`src/ifb_pkg.sv`:
```
// ifb_pkg: register map, field positions and reset values for the
// interrupt flag and enable bank.
// assumes a 32-bit apb with word-aligned registers.
package ifb_pkg;

   // =====================================================================
   // register byte offsets
   localparam logic [11:0] OFF_FLAG_STATUS_FIVE    = 12'h000;
   localparam logic [11:0] OFF_FLAG_STATUS_SIX     = 12'h004;
   localparam logic [11:0] OFF_FLAG_STATUS_SEVEN   = 12'h008;
   localparam logic [11:0] OFF_ENABLE_CONTROL_ZERO = 12'h00c;
   localparam logic [11:0] OFF_REQUEST_STATUS      = 12'h010;

   // =====================================================================
   // implemented-bit masks and reset values
   localparam logic [15:0] MASK_FIVE  = 16'hc000;
   localparam logic [15:0] MASK_SIX   = 16'hc383;
   localparam logic [15:0] MASK_SEVEN = 16'h001f;
   localparam logic [15:0] MASK_EN0   = 16'h3fef;
   localparam logic [15:0] RST_REG    = 16'h0000;

   // =====================================================================
   // flag register five fields
   localparam int POS_PWM_GEN2_FLAG = 15;
   localparam int POS_PWM_GEN1_FLAG = 14;
   // flag register six fields
   localparam int POS_ADC_PAIR1_DONE_FLAG = 15;
   localparam int POS_ADC_PAIR0_DONE_FLAG = 14;
   localparam int POS_COMPARATOR4_FLAG    = 9;
   localparam int POS_COMPARATOR3_FLAG    = 8;
   localparam int POS_COMPARATOR2_FLAG    = 7;
   localparam int POS_PWM_GEN4_FLAG       = 1;
   localparam int POS_PWM_GEN3_FLAG       = 0;
   // flag register seven: adc pairs 6..2 at bits 4..0
   localparam int POS_ADC_PAIR2_DONE_FLAG = 0;
   // enable register zero fields
   localparam int POS_ADC_COMPLETE_ENABLE  = 13;
   localparam int POS_UART_TX_ENABLE_BIT   = 12;
   localparam int POS_UART_RX_ENABLE_BIT   = 11;
   localparam int POS_SPI_EVENT_ENABLE_BIT = 10;
   localparam int POS_SPI_SECOND_ENABLE_BIT = 9;
   localparam int POS_TIMER3_ENABLE_BIT    = 8;
   localparam int POS_TIMER2_ENABLE_BIT    = 7;
   localparam int POS_COMPARE2_ENABLE_BIT  = 6;
   localparam int POS_CAPTURE2_ENABLE_BIT  = 5;
   localparam int POS_TIMER1_ENABLE_BIT    = 3;
   localparam int POS_COMPARE1_ENABLE_BIT  = 2;
   localparam int POS_CAPTURE1_ENABLE_BIT  = 1;
   localparam int POS_EXT_IRQ0_ENABLE_BIT  = 0;

endpackage

```
`src/ifb_bank.sv`:
```
// ifb_bank: three interrupt flag status registers and enable register
// zero behind an apb slave, with the flag-and-enable request output.
// assumes event pulses synchronous to pclk; the group-zero flags that
// the enables gate arrive as a 16-bit level vector from outside.
//
// Design decisions made here: register access over APB and the register offsets.
`timescale 1ns/1ps

module ifb_bank
   import ifb_pkg::*;
(
   input  wire logic        pclk,
   input  wire logic        presetn,
   input  wire logic        psel,
   input  wire logic        penable,
   input  wire logic        pwrite,
   input  wire logic [11:0] paddr,
   input  wire logic [31:0] pwdata,
   input  wire logic [3:0]  pstrb,
   output logic      [31:0] prdata,
   output logic             pready,
   output logic             pslverr,
   input  wire logic [15:0] set_five,
   input  wire logic [15:0] set_six,
   input  wire logic [15:0] set_seven,
   input  wire logic [15:0] group0_flags,
   output logic      [15:0] request_five,
   output logic      [15:0] request_six,
   output logic      [15:0] request_seven,
   output logic      [15:0] request_zero,
   output logic      [15:0] enable_zero
);

   // =====================================================================
   // state
   logic [15:0] flag_status_five;
   logic [15:0] flag_status_six;
   logic [15:0] flag_status_seven;
   logic [15:0] enable_control_zero;
   logic [15:0] next_five;
   logic [15:0] next_six;
   logic [15:0] next_seven;
   logic [15:0] next_en0;
   logic [31:0] next_prdata;
   logic        next_pready;
   logic        next_pslverr;
   logic [15:0] next_req5;
   logic [15:0] next_req6;
   logic [15:0] next_req7;
   logic [15:0] next_req0;
   logic        wr_acc;
   logic        rd_acc;

   // merge a byte-strobed write into a register, keeping only real bits
   function automatic logic [15:0] wr_merge(input logic [15:0] cur,
                                            input logic [31:0] wd,
                                            input logic [3:0]  st,
                                            input logic [15:0] msk);
      logic [15:0] v;
      v = cur;
      if (st[0]) begin
         v[7:0] = wd[7:0];
      end
      if (st[1]) begin
         v[15:8] = wd[15:8];
      end
      wr_merge = v & msk;
   endfunction

   // every access completes in its first access cycle, so pready is a
   // registered copy of the setup-phase select
   assign wr_acc = psel & penable & pready & pwrite;
   assign rd_acc = psel & ~penable & ~pwrite;

   // =====================================================================
   // flag and enable next values
   always_comb begin
      next_five  = flag_status_five;
      next_six   = flag_status_six;
      next_seven = flag_status_seven;
      next_en0   = enable_control_zero;
      if (wr_acc) begin
         unique case (paddr)
            OFF_FLAG_STATUS_FIVE:
               next_five = wr_merge(next_five, pwdata, pstrb,
                                    MASK_FIVE);
            OFF_FLAG_STATUS_SIX:
               next_six = wr_merge(next_six, pwdata, pstrb,
                                   MASK_SIX);
            OFF_FLAG_STATUS_SEVEN:
               next_seven = wr_merge(next_seven, pwdata, pstrb,
                                     MASK_SEVEN);
            OFF_ENABLE_CONTROL_ZERO:
               next_en0 = wr_merge(next_en0, pwdata, pstrb,
                                   MASK_EN0);
            default: ;
         endcase
      end
      // event set wins over a same-cycle software clear
      next_five  = next_five  | (set_five  & MASK_FIVE);
      next_six   = next_six   | (set_six   & MASK_SIX);
      next_seven = next_seven | (set_seven & MASK_SEVEN);
   end

   // =====================================================================
   // request outputs and bus answer next values
   always_comb begin
      // flag banks 5..7 have their enables elsewhere; pass them pending
      next_req5 = flag_status_five;
      next_req6 = flag_status_six;
      next_req7 = flag_status_seven;
      next_req0 = group0_flags & enable_control_zero;
      next_pready  = psel & ~penable;
      next_pslverr = 1'b0;
      next_prdata  = 32'h0000_0000;
      if (psel & ~penable) begin
         unique case (paddr)
            // upper half always reads zero, registers are 16 bits wide
            OFF_FLAG_STATUS_FIVE:
               next_prdata = {16'h0000, flag_status_five};
            OFF_FLAG_STATUS_SIX:
               next_prdata = {16'h0000, flag_status_six};
            OFF_FLAG_STATUS_SEVEN:
               next_prdata = {16'h0000, flag_status_seven};
            OFF_ENABLE_CONTROL_ZERO:
               next_prdata = {16'h0000, enable_control_zero};
            OFF_REQUEST_STATUS:
               next_prdata = {16'h0000, next_req0};
            default:                 next_pslverr = 1'b1; // unmapped address
         endcase
         if (!rd_acc) begin
            next_prdata = 32'h0000_0000;
         end
      end
   end

   // =====================================================================
   // registers
   always_ff @(posedge pclk or negedge presetn) begin
      if (!presetn) begin
         flag_status_five    <= RST_REG;
         flag_status_six     <= RST_REG;
         flag_status_seven   <= RST_REG;
         enable_control_zero <= RST_REG;
         request_five        <= RST_REG;
         request_six         <= RST_REG;
         request_seven       <= RST_REG;
         request_zero        <= RST_REG;
         enable_zero         <= RST_REG;
         prdata              <= 32'h0000_0000;
         pready              <= 1'b0;
         pslverr             <= 1'b0;
      end else begin
         flag_status_five    <= next_five;
         flag_status_six     <= next_six;
         flag_status_seven   <= next_seven;
         enable_control_zero <= next_en0;
         request_five        <= next_req5;
         request_six         <= next_req6;
         request_seven       <= next_req7;
         request_zero        <= next_req0;
         enable_zero         <= next_en0;
         prdata              <= next_prdata;
         pready              <= next_pready;
         pslverr             <= next_pslverr;
      end
   end
endmodule // ifb_bank

```
`config.mk`:
```
export PLATFORM = sky130hd
export DESIGN_NAME = ifb_bank
export DESIGN_NICKNAME = d
export VERILOG_FILES = /design/src/ifb_pkg.sv /design/src/ifb_bank.sv
export SDC_FILE = /design/constraint.sdc
export NUM_CORES = 1
export LEC_CHECK = 0
export BUFFER_PORTS_ARGS = -buffer_cell sky130_fd_sc_hd__buf_2
export CELL_PAD_IN_SITES_DETAIL_PLACEMENT = 1
export CELL_PAD_IN_SITES_GLOBAL_PLACEMENT = 1
export CORE_ASPECT_RATIO = 0.8
export CORE_MARGIN = 1
export CORE_UTILIZATION = 32
export DETAILED_ROUTE_END_ITERATION = 8
export PLACE_DENSITY_LB_ADDON = 0.1
export REMOVE_ABC_BUFFERS = 1
export SKIP_CTS_REPAIR_TIMING = 1
export SYNTH_ARGS = -nofsm -noshare
export SYNTH_HDL_FRONTEND = slang
export SYNTH_SLANG_ARGS = --single-unit
export TNS_END_PERCENT = 1
```
`constraint.sdc`:
```
create_clock -name pclk -period 4.22 [get_ports pclk]
set_input_delay 0.844 -clock pclk [delete_from_list [all_inputs] [get_ports pclk]]
set_output_delay 0.844 -clock pclk [all_outputs]
set_load 0.02 [all_outputs]
```
* Yosys cells after proc, flatten, opt, wreduce, memory -nomap -nowiden *
Cells that the tools add are included.

storage, ports and cells
  bits in registers = 159
  input port bits = 117
  output and inout port bits = 114
  word-level logic and storage cells = 46

operators by class
  equality and inequality tests = 4
  multiplexer cells = 15
  bitwise operators = 11
  reductions and logical operators = 4

operators with widths
  kind                                                                     number
  16-bit two-way mux                                                       6
  16-bit case mux with 5 select lines                                      1
  32-bit two-way mux                                                       2
  16-bit bitwise OR                                                        2
  12-bit by 4-bit equality test with 1-bit output (second input constant)  2
  8-bit two-way mux                                                        3
  16-bit by 14-bit AND with 16-bit output                                  1
  16-bit by 5-bit bitwise OR with 16-bit output                            1
  12-bit by 3-bit equality test with 1-bit output (second input constant)  1
  12-bit by 5-bit equality test with 1-bit output (second input constant)  1
  12-bit logical NOT                                                       1
  3-bit AND reduction                                                      2
  1-bit AND                                                                5
  5-bit two-way mux                                                        1
  5-bit OR reduction                                                       1
  1-bit two-way mux                                                        2
  1-bit inverter                                                           2

* Longest topological paths before layout *
Gate-level depths: netlist of run 1.

  depth in word-level cells = 5
  mapped depth = 6
  mapped depth without buffers = 4

* Worst setup path before layout of run 1 *
OpenSTA, ideal clock, no wires.

  kind = input to register
  start = input port paddr[4]
  end = register enable_control_zero[0]
  setup time = 0.125 ns
  arrival = 2.129 ns
  data required time = 4.095 ns
  setup slack = 1.966 ns
  stages on the path = 5
  path buffers = 1
  cells stage by stage = buf_2 nor2b_1 nand2_1 nor3_4 mux2_2

between the ends
  longest elaborated chain between the ends = 2

RTL lines
  what                                             RTL line         RTL
  start: declaration                               ifb_bank.sv:17   input wire logic [11:0] paddr,
  12-bit by 4-bit equality test with 1-bit output  ifb_bank.sv:83   unique case (paddr)
  3-bit AND reduction (no line)                    -
  end signal: assignment                           ifb_bank.sv:157  enable_control_zero <= next_en0;
  end: declaration                                 ifb_bank.sv:39   logic [15:0] enable_control_zero;

Every way passes these cells.
A chain may end at the register's enable or synchronous reset.

* Worst setup path after layout of run 1 *
  start = input port paddr[2]
  end = register enable_control_zero[7]

The elaborated chain is that of the path after synthesis.

==> flow_summary_export.csv, run 1 <==
group,metric,value,unit
timing,post-route-period-util,61.5,%
worst_hold_path,hp-class,"reg -> reg",
synthesis,synth_flop_cell,"dfrtp_1",
setup_path,cp_data_arrival_time,2790,ps
timing,finalCriticalPeriod,2590,ps
placement,dpl.cell_count,525,
synthesis,yosysTopAreaCell,"dfrtp_1",
cells_and_area,fin_area,0.00405,mm^2
setup_path,end_kind,"flop",
detailed_routing,drc,0,
clock_network,path_clk_slew,50,ps
global_routing,grt_max_degree,73,
cells_and_area,drive_gt1_share,38.0,%
setup_path,cp_slowest_stage_delay,560,ps
placement,dp_hpwl,5.81,mm
clock_network,clk_path_buf_depth,2,
detailed_routing,drtAntennaViolNets,0,
cells_and_area,n_fill_cell,1139,
timing,rsz0062_at_grt,"no",
timing,finalSetupViolCount,0,
synthesis,synth_fa_ha_area_share,0,%
timing,worst_slew_pin_slew,894,ps
setup_path,rrSetupSlack,2480,ps
synthesis,synth-simple-area-share,15.4,%
placement,gp_congestion,0.684,
setup_path,slowest_stage,"nor3_4",
cells_and_area,antenna_cells,0,
cells_and_area,syn_to_final_growth,25.0,%
worst_hold_path,hold_depth,0,
global_routing,grt_pass1_wl,12.0,mm
cells_and_area,final_cells,539,
clock_network,clk-insertion-delay-late,320,ps
setup_path,crit_required,4420,ps
detailed_routing,wl_per_cell,14.3,um
worst_hold_path,hold_path_end,"request_five[15]",
synthesis,synth_edf_count,0,
synthesis,synthMuxAreaShare,10.1,%
pwr,irDropWorstVdd,0.183,mV
synthesis,synthTopCellsByCount,"72 x dfrtp_1, 56 x buf_4, 37 x nor2_1",
die,io_pins,231,
clock_network,clock-sinks,72,
setup_path,critPathKind,"in -> reg",
synthesis,yosys_warnings,0,
die,die_y,91.9,um
timing,slew_headroom,40.4,%
job,drv_cap,0,
detailed_routing,viasPerCell,4.22,
detailed_routing,first_pass_iters,4,
synthesis,yosysMostFrequentCell,"dfrtp_1",
global_routing,grt_pass1_vias,2241,
die,core_area,0.00973,mm^2
synthesis,yosys_register_bits,72,
synthesis,synth_top_family_by_area,"simple AND/OR/NAND/NOR gates",
timing,tns,0,ps
synthesis,synth_top_area_share,55.7,%
clock_network,cts_root_buf,"clkbuf_16",
die,initial_utilization,33.3,%
cells_and_area,nets,517,
setup_path,reg2reg_depth,4,
cells_and_area,utilization,41.6,%
detailed_routing,totalWireLength,7.72,mm
die,rows,32,
placement,dpl_cell_area,0.00377,mm^2
timing,slew_violations,0,
clock_network,cts_max_level,3,
synthesis,synth_area_leaders,"dfrtp_1 56%, buf_4 13%, mux2i_1 5.6%",
pwr,leakage,2.04,nW
worst_hold_path,worstHoldStart,"flag_status_five[15]",
clock_network,cts_tree,"done",
outcome,status,"completed",
synthesis,synthArstFlopShare,100,%
synthesis,synth_compound_area_share,4.68,%
detailed_routing,drt_iter0_drc,62,
setup_path,path_cells,"buf_2, nor2b_1, nand2_1, nor3_4, mux2_2",
synthesis,synth_cell_types,33,
setup_path,r2r_start,"pready",
setup_path,worstPathBufferInverterCount,1,
synthesis,ys_seq_area_share,55.7,%
pwr,power_density,379,mW/mm^2
timing,clock.fmax,0.385,GHz
pwr,p_total,1.53,mW
die,fp.dieArea,0.0105,mm^2
timing,hold_violations,0,
synthesis,syn_avg_cell_area,11.7,um^2
timing,finClkSkew,4.66,ps
synthesis,synthesis.area,0.00324,mm^2
timing,layout_setup_ws,1630,ps
timing,hold_slack,406,ps
setup_path,start_kind,"input port",
global_routing,antenna_found_initial,0,
clock_network,cts_buffers,9,
setup_path,cp_top_family,"simple AND/OR/NAND/NOR gates",
die,die_w,114,um
detailed_routing,num_vias,2273,
setup_path,crit_fanout,11,
placement,dp_slack,1310,ps
synthesis,synthCells,276,
global_routing,grt_use_total,15.3,%
setup_path,regToRegEndpoint,"enable_control_zero[7]",
global_routing,overflow,0,
synthesis,synth-xor-area-share,0,%
placement,io_buffers,119,
worst max-delay path by stage:
stage          startpoint                     end  slack, ps  cells past startpoint
2_1_floorplan    paddr[1]  enable_control_zero[0]       2000                      4
3_3_place_gp     paddr[2]  enable_control_zero[5]       1330                      5
3_5_place_dp     paddr[2]  enable_control_zero[1]       1310                      5
4_1_cts          paddr[2]  enable_control_zero[1]       1640                      5
5_1_grt          paddr[2]  enable_control_zero[2]       1520                      5
6_report         paddr[2]  enable_control_zero[7]       1630                      5
state kept, by name, summed over array words and instances (netlist names), 2 cells and up:
name and flops:
request_six 7, flag_status_six 7, flag_status_five 2, prdata 16, request_zero 13, request_seven 5
enable_control_zero 13, flag_status_seven 5, request_five 2
cell families after synthesis:
logic type      count (synthesis)
buf+inv                        64
compound gates                 22
flops                          72
simple gates                   86
other cells                     1
mux                            31
final cells by class:
cell class                 count  area [um^2]  area share (%)
clock buffer                  10          229            5.66
clock inverter                 4         47.5            1.18
inverter                       3         11.3           0.278
multi-input combinational    195         1190            29.4
sequential                    72         1800            44.5
tap                          136          170            4.21
timing repair buffer         119          598            14.8
layer usage:
layer  global-route usage (%)  vias up  wire, um
met4                     3.90        0        78
met5                        0        -         0
met1                     21.0     1086      3610
met3                     4.49        9       617
met2                     23.5      112      3420
li1                         -     1066         -
power by group:
group          switching [mW]  internal (mW)
sequential           0.000430          0.692
clock                   0.268          0.449
combinational          0.0918         0.0338
cell usage in the layout, fill, tap and decap left out, types with 2 or more instances in the layout:
master,n
nor3_4,2
clkbuf_16,9
mux2i_1,18
nor3_2,2
a21o_1,3
a22oi_1,6
nor2_1,37
dfrtp_1,72
mux2_2,13
nand2_1,4
nand4_1,2
o22a_1,2
nor3_1,2
conb_1,56
nand2b_1,4
a2bb2oi_1,3
a21oi_1,7
clkinv_2,2
inv_1,3
nor3b_1,8
nor4_1,2
buf_2,118
nor2b_1,2
and2_1,13
Power figures use the tool's default switching activity.
==> inputs of run 2 (changes only) <==
--- a/config.mk
+++ b/config.mk
@@ -5,12 +5,13 @@
 export SDC_FILE = /design/constraint.sdc
 export NUM_CORES = 1
 export LEC_CHECK = 0
+export ABC_AREA = 1
 export BUFFER_PORTS_ARGS = -buffer_cell sky130_fd_sc_hd__buf_2
 export CELL_PAD_IN_SITES_DETAIL_PLACEMENT = 1
 export CELL_PAD_IN_SITES_GLOBAL_PLACEMENT = 1
 export CORE_ASPECT_RATIO = 0.8
 export CORE_MARGIN = 1
-export CORE_UTILIZATION = 32
+export CORE_UTILIZATION = 29
 export DETAILED_ROUTE_END_ITERATION = 8
 export PLACE_DENSITY_LB_ADDON = 0.1
 export REMOVE_ABC_BUFFERS = 1
==> constraint.sdc (replaced) <==
create_clock -name pclk -period 2.6 [get_ports pclk]
set_input_delay 0.52 -clock pclk [delete_from_list [all_inputs] [get_ports pclk]]
set_output_delay 0.52 -clock pclk [all_outputs]
set_load 0.02 [all_outputs]
==> flow_summary_export.csv, run 2 <==
group,metric,value,unit
timing,post-route-period-util,66.2,%
timing,tns,0,ps
pwr,p_total,2.46,mW
global_routing,grt_max_degree,38,
timing,hold_violations,0,
placement,dp_slack,489,ps
synthesis,synthArstFlopShare,100,%
timing,layout_setup_ws,879,ps
synthesis,yosysTopAreaCell,"dfrtp_1",
timing,finClkSkew,3.14,ps
global_routing,grt_use_total,15.7,%
clock_network,clk_path_buf_depth,2,
die,io_pins,231,
synthesis,synth_area_leaders,"dfrtp_1 53%, buf_4 13%, nand2_1 8.6%",
die,die_w,123,um
synthesis,yosys_warnings,0,
pwr,p_switching,0.596,mW
die,rows,34,
cells_and_area,syn_to_final_growth,25.3,%
setup_path,crit_required,2820,ps
clock_network,cts_root_buf,"clkbuf_16",
timing,finalCriticalPeriod,1720,ps
die,fp.dieArea,0.0121,mm^2
synthesis,yosysMostFrequentCell,"nand2_1",
setup_path,crit_fanout,10,
pwr,clock_power_share,46.9,%
cells_and_area,nets,625,
cells_and_area,top_regs,"prdata: 16 flops, enable_control_zero: 13 flops, request_zero: 13 flops",
timing,worst_slew_pin_slew,562,ps
synthesis,synthesis.area,0.00337,mm^2
detailed_routing,met3_length,668,um
timing,rsz0062_at_grt,"no",
timing,slew_headroom,62.4,%
setup_path,start_kind,"input port",
synthesis,synthCells,380,
setup_path,end_kind,"flop",
detailed_routing,drtAntennaViolNets,0,
detailed_routing,wl_per_cell,13.6,um
detailed_routing,dr_wl_met2,4.03,mm
detailed_routing,topRoutingLayerUsed,"met4",
cells_and_area,fin_area,0.00422,mm^2
die,core_area,0.0111,mm^2
cells_and_area,regMostFlops,"prdata",
detailed_routing,viasPerCell,4.12,
global_routing,overflow,0,
placement,dp_hpwl,6.68,mm
die,initial_utilization,30.3,%
synthesis,synth_top_area_share,53.5,%
pwr,p_seq_share,45.6,%
synthesis,synth_flop_cell,"dfrtp_1",
pwr,leakage,2.48,nW
synthesis,synthTopCellsByCount,"77 x nand2_1, 72 x dfrtp_1, 58 x buf_4",
clock_network,cts_buffers,9,
worst_hold_path,hp-class,"in -> async",
detailed_routing,wl_met1,4.12,mm
detailed_routing,drc,0,
cells_and_area,final_cell_mix,"118 x buf_2, 77 x nand2_1, 72 x dfrtp_1, 56 x conb_1, 46 x inv_1",
synthesis,ys_seq_area_share,53.5,%
clock_network,path_clk_slew,50,ps
synthesis,syn_avg_cell_area,8.87,um^2
clock_network,cts_tree,"done",
setup_path,cp_data_arrival_time,1940,ps
detailed_routing,totalWireLength,8.90,mm
global_routing,grt_pass1_wl,14.1,mm
timing,slew_violations,0,
pwr,power_frac_comb,7.5,%
clock_network,cts_max_level,3,
clock_network,clk-insertion-delay-late,330,ps
timing,clock.fmax,0.581,GHz
detailed_routing,drt_iter0_drc,52,
detailed_routing,first_pass_iters,4,
placement,io_buffers,119,
outcome,status,"completed",
clock_network,clock-sinks,72,
timing,finalSetupViolCount,0,
cells_and_area,antenna_cells,0,
synthesis,synth_cell_types,22,
pwr,power_density,584,mW/mm^2
global_routing,grt_pass1_vias,2680,
pwr,intPower,1.87,mW
timing,hold_slack,141,ps
cells_and_area,final_common_cell,"buf_2",
global_routing,antenna_found_initial,0,
cells_and_area,drive_gt1_share,31.4,%
placement,dpl_cell_area,0.00394,mm^2
synthesis,yosys_register_bits,72,
die,die_y,98.4,um
cells_and_area,n_fill_cell,1360,
pwr,irDropWorstVdd,0.249,mV
placement,gp_congestion,0.716,
setup_path,critPathKind,"in -> reg",
job,drv_cap,0,
cells_and_area,largest_reg_flops,16,
detailed_routing,num_vias,2704,
synthesis,synth_edf_count,0,
pwr,p_sw_share,24.2,%
==> run 2: through the flow <==
stage	utilization, %	std cells
5_1_grt	38.0	657
6_report	38.0	657
3_5_place_dp	35.5	641
2_1_floorplan	-	373
4_1_cts	38.0	657
3_3_place_gp	35.5	641
==> run 2: critical path, stage by stage <==
cell,delay [ps]
buf_2,100
nor2_1,130
nand2_2,120
nor2_8,230
nand3_2,200
nor2_2,360
inv_2,130
nand2_1,90
nand2_1,50
==> run 2: routing by layer <==
layer	track usage [%]	vias to the layer above
li1	-	1313
met1	21.1	1274
met2	23.8	109
met3	5.84	8
met4	3.94	0
met5	0	-
==> run 2: worst paths after layout <==
kind | from | to | slack, ps | depth (start not counted)
min in group pclk | set_seven[0] | flag_status_seven[0] | 370 | 3
min reg2reg | flag_status_seven[0] | request_seven[0] | 400 | 0
min | presetn | request_zero[12] | 140 | 1
max in group asynchronous | presetn | prdata[14] | 1870 | 2
max reg2reg | pready | enable_control_zero[6] | 970 | 4
max | paddr[9] | flag_status_seven[1] | 880 | 9
==> run 2: power groups by stage <==
stage	Clock (mW)	Combinational (mW)	Sequential (mW)
final	1.16	0.185	1.12
after global routing	1.24	0.206	1.12
after CTS	1.18	0.187	1.12
after detailed placement	0	0.186	1.14
after global placement	0	0.185	1.14
after floorplan	0	0.0944	1.15
==> run 2: area by class of cell <==
class                   count  area (um^2)  share of cell area, %
repair buffers            124          648                   15.4
well taps                 144          180                   4.27
inverters                  47          176                   4.18
clock inverters             2         13.8                  0.326
multi-input cells         254         1140                   26.9
flip-flops and latches     72         1800                   42.7
clock buffers              14          264                   6.25
==> run 2: kinds of logic (layout without fill, tap and decap cells) <==
logic type             count (synthesis)  after routing  synth area share, %
buffers and inverters                109            187                 18.9
and+or+nand+nor                      176            176                 24.2
other                                  1             56                0.111
DFF                                   72             72                 53.5
AOI/OAI and AO/OA                     22             22                 3.27
==> inputs of run 3 (changes only) <==
==> constraint.sdc (replaced) <==
create_clock -name pclk -period 1.79 [get_ports pclk]
set_input_delay 0.358 -clock pclk [delete_from_list [all_inputs] [get_ports pclk]]
set_output_delay 0.358 -clock pclk [all_outputs]
set_load 0.02 [all_outputs]
==> flow_summary_export.csv, run 3 (synthesis results as in run 2) <==
group,metric,value,unit
outcome,status,"complete, but fails checks",
outcome,failed_checks,"negative hold slack",
placement,dpl_cell_area,0.00406,mm^2
setup_path,critPathKind,"reg -> reg",
placement,dpl.cell_count,656,
detailed_routing,first_pass_iters,4,
cells_and_area,final_common_cell,"buf_2",
setup_path,reg2reg_depth,5,
detailed_routing,viasPerCell,4.14,
setup_path,crit_required,2000,ps
detailed_routing,num_vias,2782,
timing,slew_headroom,66.1,%
clock_network,path_clk_slew,60,ps
detailed_routing,drt_iter0_drc,93,
global_routing,overflow,0,
clock_network,cts_buffers,9,
timing,hold_violations,8,
global_routing,grt_use_total,15.8,%
cells_and_area,top_regs,"prdata: 16 flops, enable_control_zero: 13 flops, request_zero: 13 flops",
setup_path,end_kind,"flop",
clock_network,clk-insertion-delay-late,330,ps
job,drv_cap,0,
cells_and_area,final_cells,672,
placement,io_buffers,119,
die,die_y,98.4,um
setup_path,cp_slowest_stage_delay,350,ps
cells_and_area,drive_gt1_share,33.7,%
detailed_routing,totalWireLength,8.82,mm
cells_and_area,n_fill_cell,1354,
worst_hold_path,hp-class,"in -> async",
timing,rsz0062_at_grt,"no",
timing,tns,0,ps
setup_path,cp_data_arrival_time,1580,ps
detailed_routing,wl_per_cell,13.1,um
setup_path,path_cells,"nand4_1, nor2_1, nand3_1, nand2_1, nand3b_1",
timing,clock.fmax,0.732,GHz
cells_and_area,regArea,0.00180,mm^2
placement,gp_congestion,0.748,
cells_and_area,multi_input_area,0.00114,mm^2
timing,slew_violations,0,
die,die_w,123,um
die,fp.dieArea,0.0121,mm^2
die,io_pins,231,
cells_and_area,regMostFlops,"prdata",
clock_network,cts_tree,"done",
cells_and_area,final_cell_mix,"118 x buf_2, 77 x nand2_1, 72 x dfrtp_1, 56 x conb_1, 46 x inv_1",
timing,worst_slew_pin_slew,509,ps
global_routing,antenna_found_initial,0,
timing,finClkSkew,8.17,ps
clock_network,clk_path_buf_depth,2,
timing,post-route-period-util,76.3,%
cells_and_area,fin_area,0.00440,mm^2
die,rows,34,
clock_network,cts_max_level,3,
setup_path,r2r_start,"pready",
timing,finalSetupViolCount,0,
detailed_routing,drtAntennaViolNets,0,
global_routing,grt_max_degree,39,
placement,dp_hpwl,6.84,mm
detailed_routing,drc,0,
pwr,leakage,2.58,nW
setup_path,start_kind,"flop",
timing,hold_slack,-13.6,ps
pwr,power_density,907,mW/mm^2
die,initial_utilization,30.3,%
die,core_area,0.0111,mm^2
cells_and_area,antenna_cells,0,
cells_and_area,nets,640,
setup_path,startpoint,"pready",
setup_path,slowest_stage,"dfrtp_1",
clock_network,clock-sinks,72,
global_routing,grt_pass1_vias,2817,
cells_and_area,syn_to_final_growth,30.7,%
setup_path,rrSetupSlack,420,ps
global_routing,grt_pass1_wl,14.3,mm
timing,finalCriticalPeriod,1370,ps
clock_network,cts_root_buf,"clkbuf_16",
pwr,irDropWorstVdd,0.373,mV
setup_path,crit_fanout,6,
cells_and_area,largest_reg_flops,16,
[run 3: metal layers]
layer | global-route usage, % | vias up | share of wire (%) | wire [um]
li1 | - | 1339 | - | -
met1 | 21.5 | 1319 | 46 | 4100
met2 | 24.0 | 114 | 46 | 4020
met3 | 4.51 | 10 | 7.0 | 619
met4 | 5.63 | 0 | 1.0 | 91
met5 | 0 | - | 0 | 0
[run 3: cell type report]
cell class	instances	area share (%)
Tap cell	144	4.09
Sequential cell	72	40.9
Inverter	47	4.01
Multi-Input combinational cell	254	25.8
Timing Repair Buffer	139	17.3
Clock inverter	5	2.36
Clock buffer	11	5.51
[run 3: power by group]
part | internal, mW | total [mW] | switching [mW]
combinational | 0.0722 | 0.273 | 0.201
sequential | 1.63 | 1.63 | 0.000991
clock | 1.40 | 2.09 | 0.689
total | 3.10 | 3.99 | 0.891
[run 3: per-stage QoR]
stage,setup slack (ps),util [%],power [mW],hold WS (ps)
final,424,39.7,3.99,-13.6
after global routing,194,39.7,4.16,32.7
after CTS,373,39.7,4.05,8.92
after global placement,62.7,36.5,1.93,367
after floorplan,51.2,-,1.80,62.4
after detailed placement,81.3,36.5,1.94,374
[run 3: worst paths after layout]
check / end
min reg2reg: request_seven[4]
min in group pclk: flag_status_six[8]
min: request_zero[10]
max in group asynchronous: prdata[0]
max: flag_status_six[15]
max reg2reg: flag_status_six[15]
[run 3: critical path: cells and delay by family (launching register included)]
kind / cells / cell delay [ps]
simple gates: 5 / 900
flops: 1 / 350
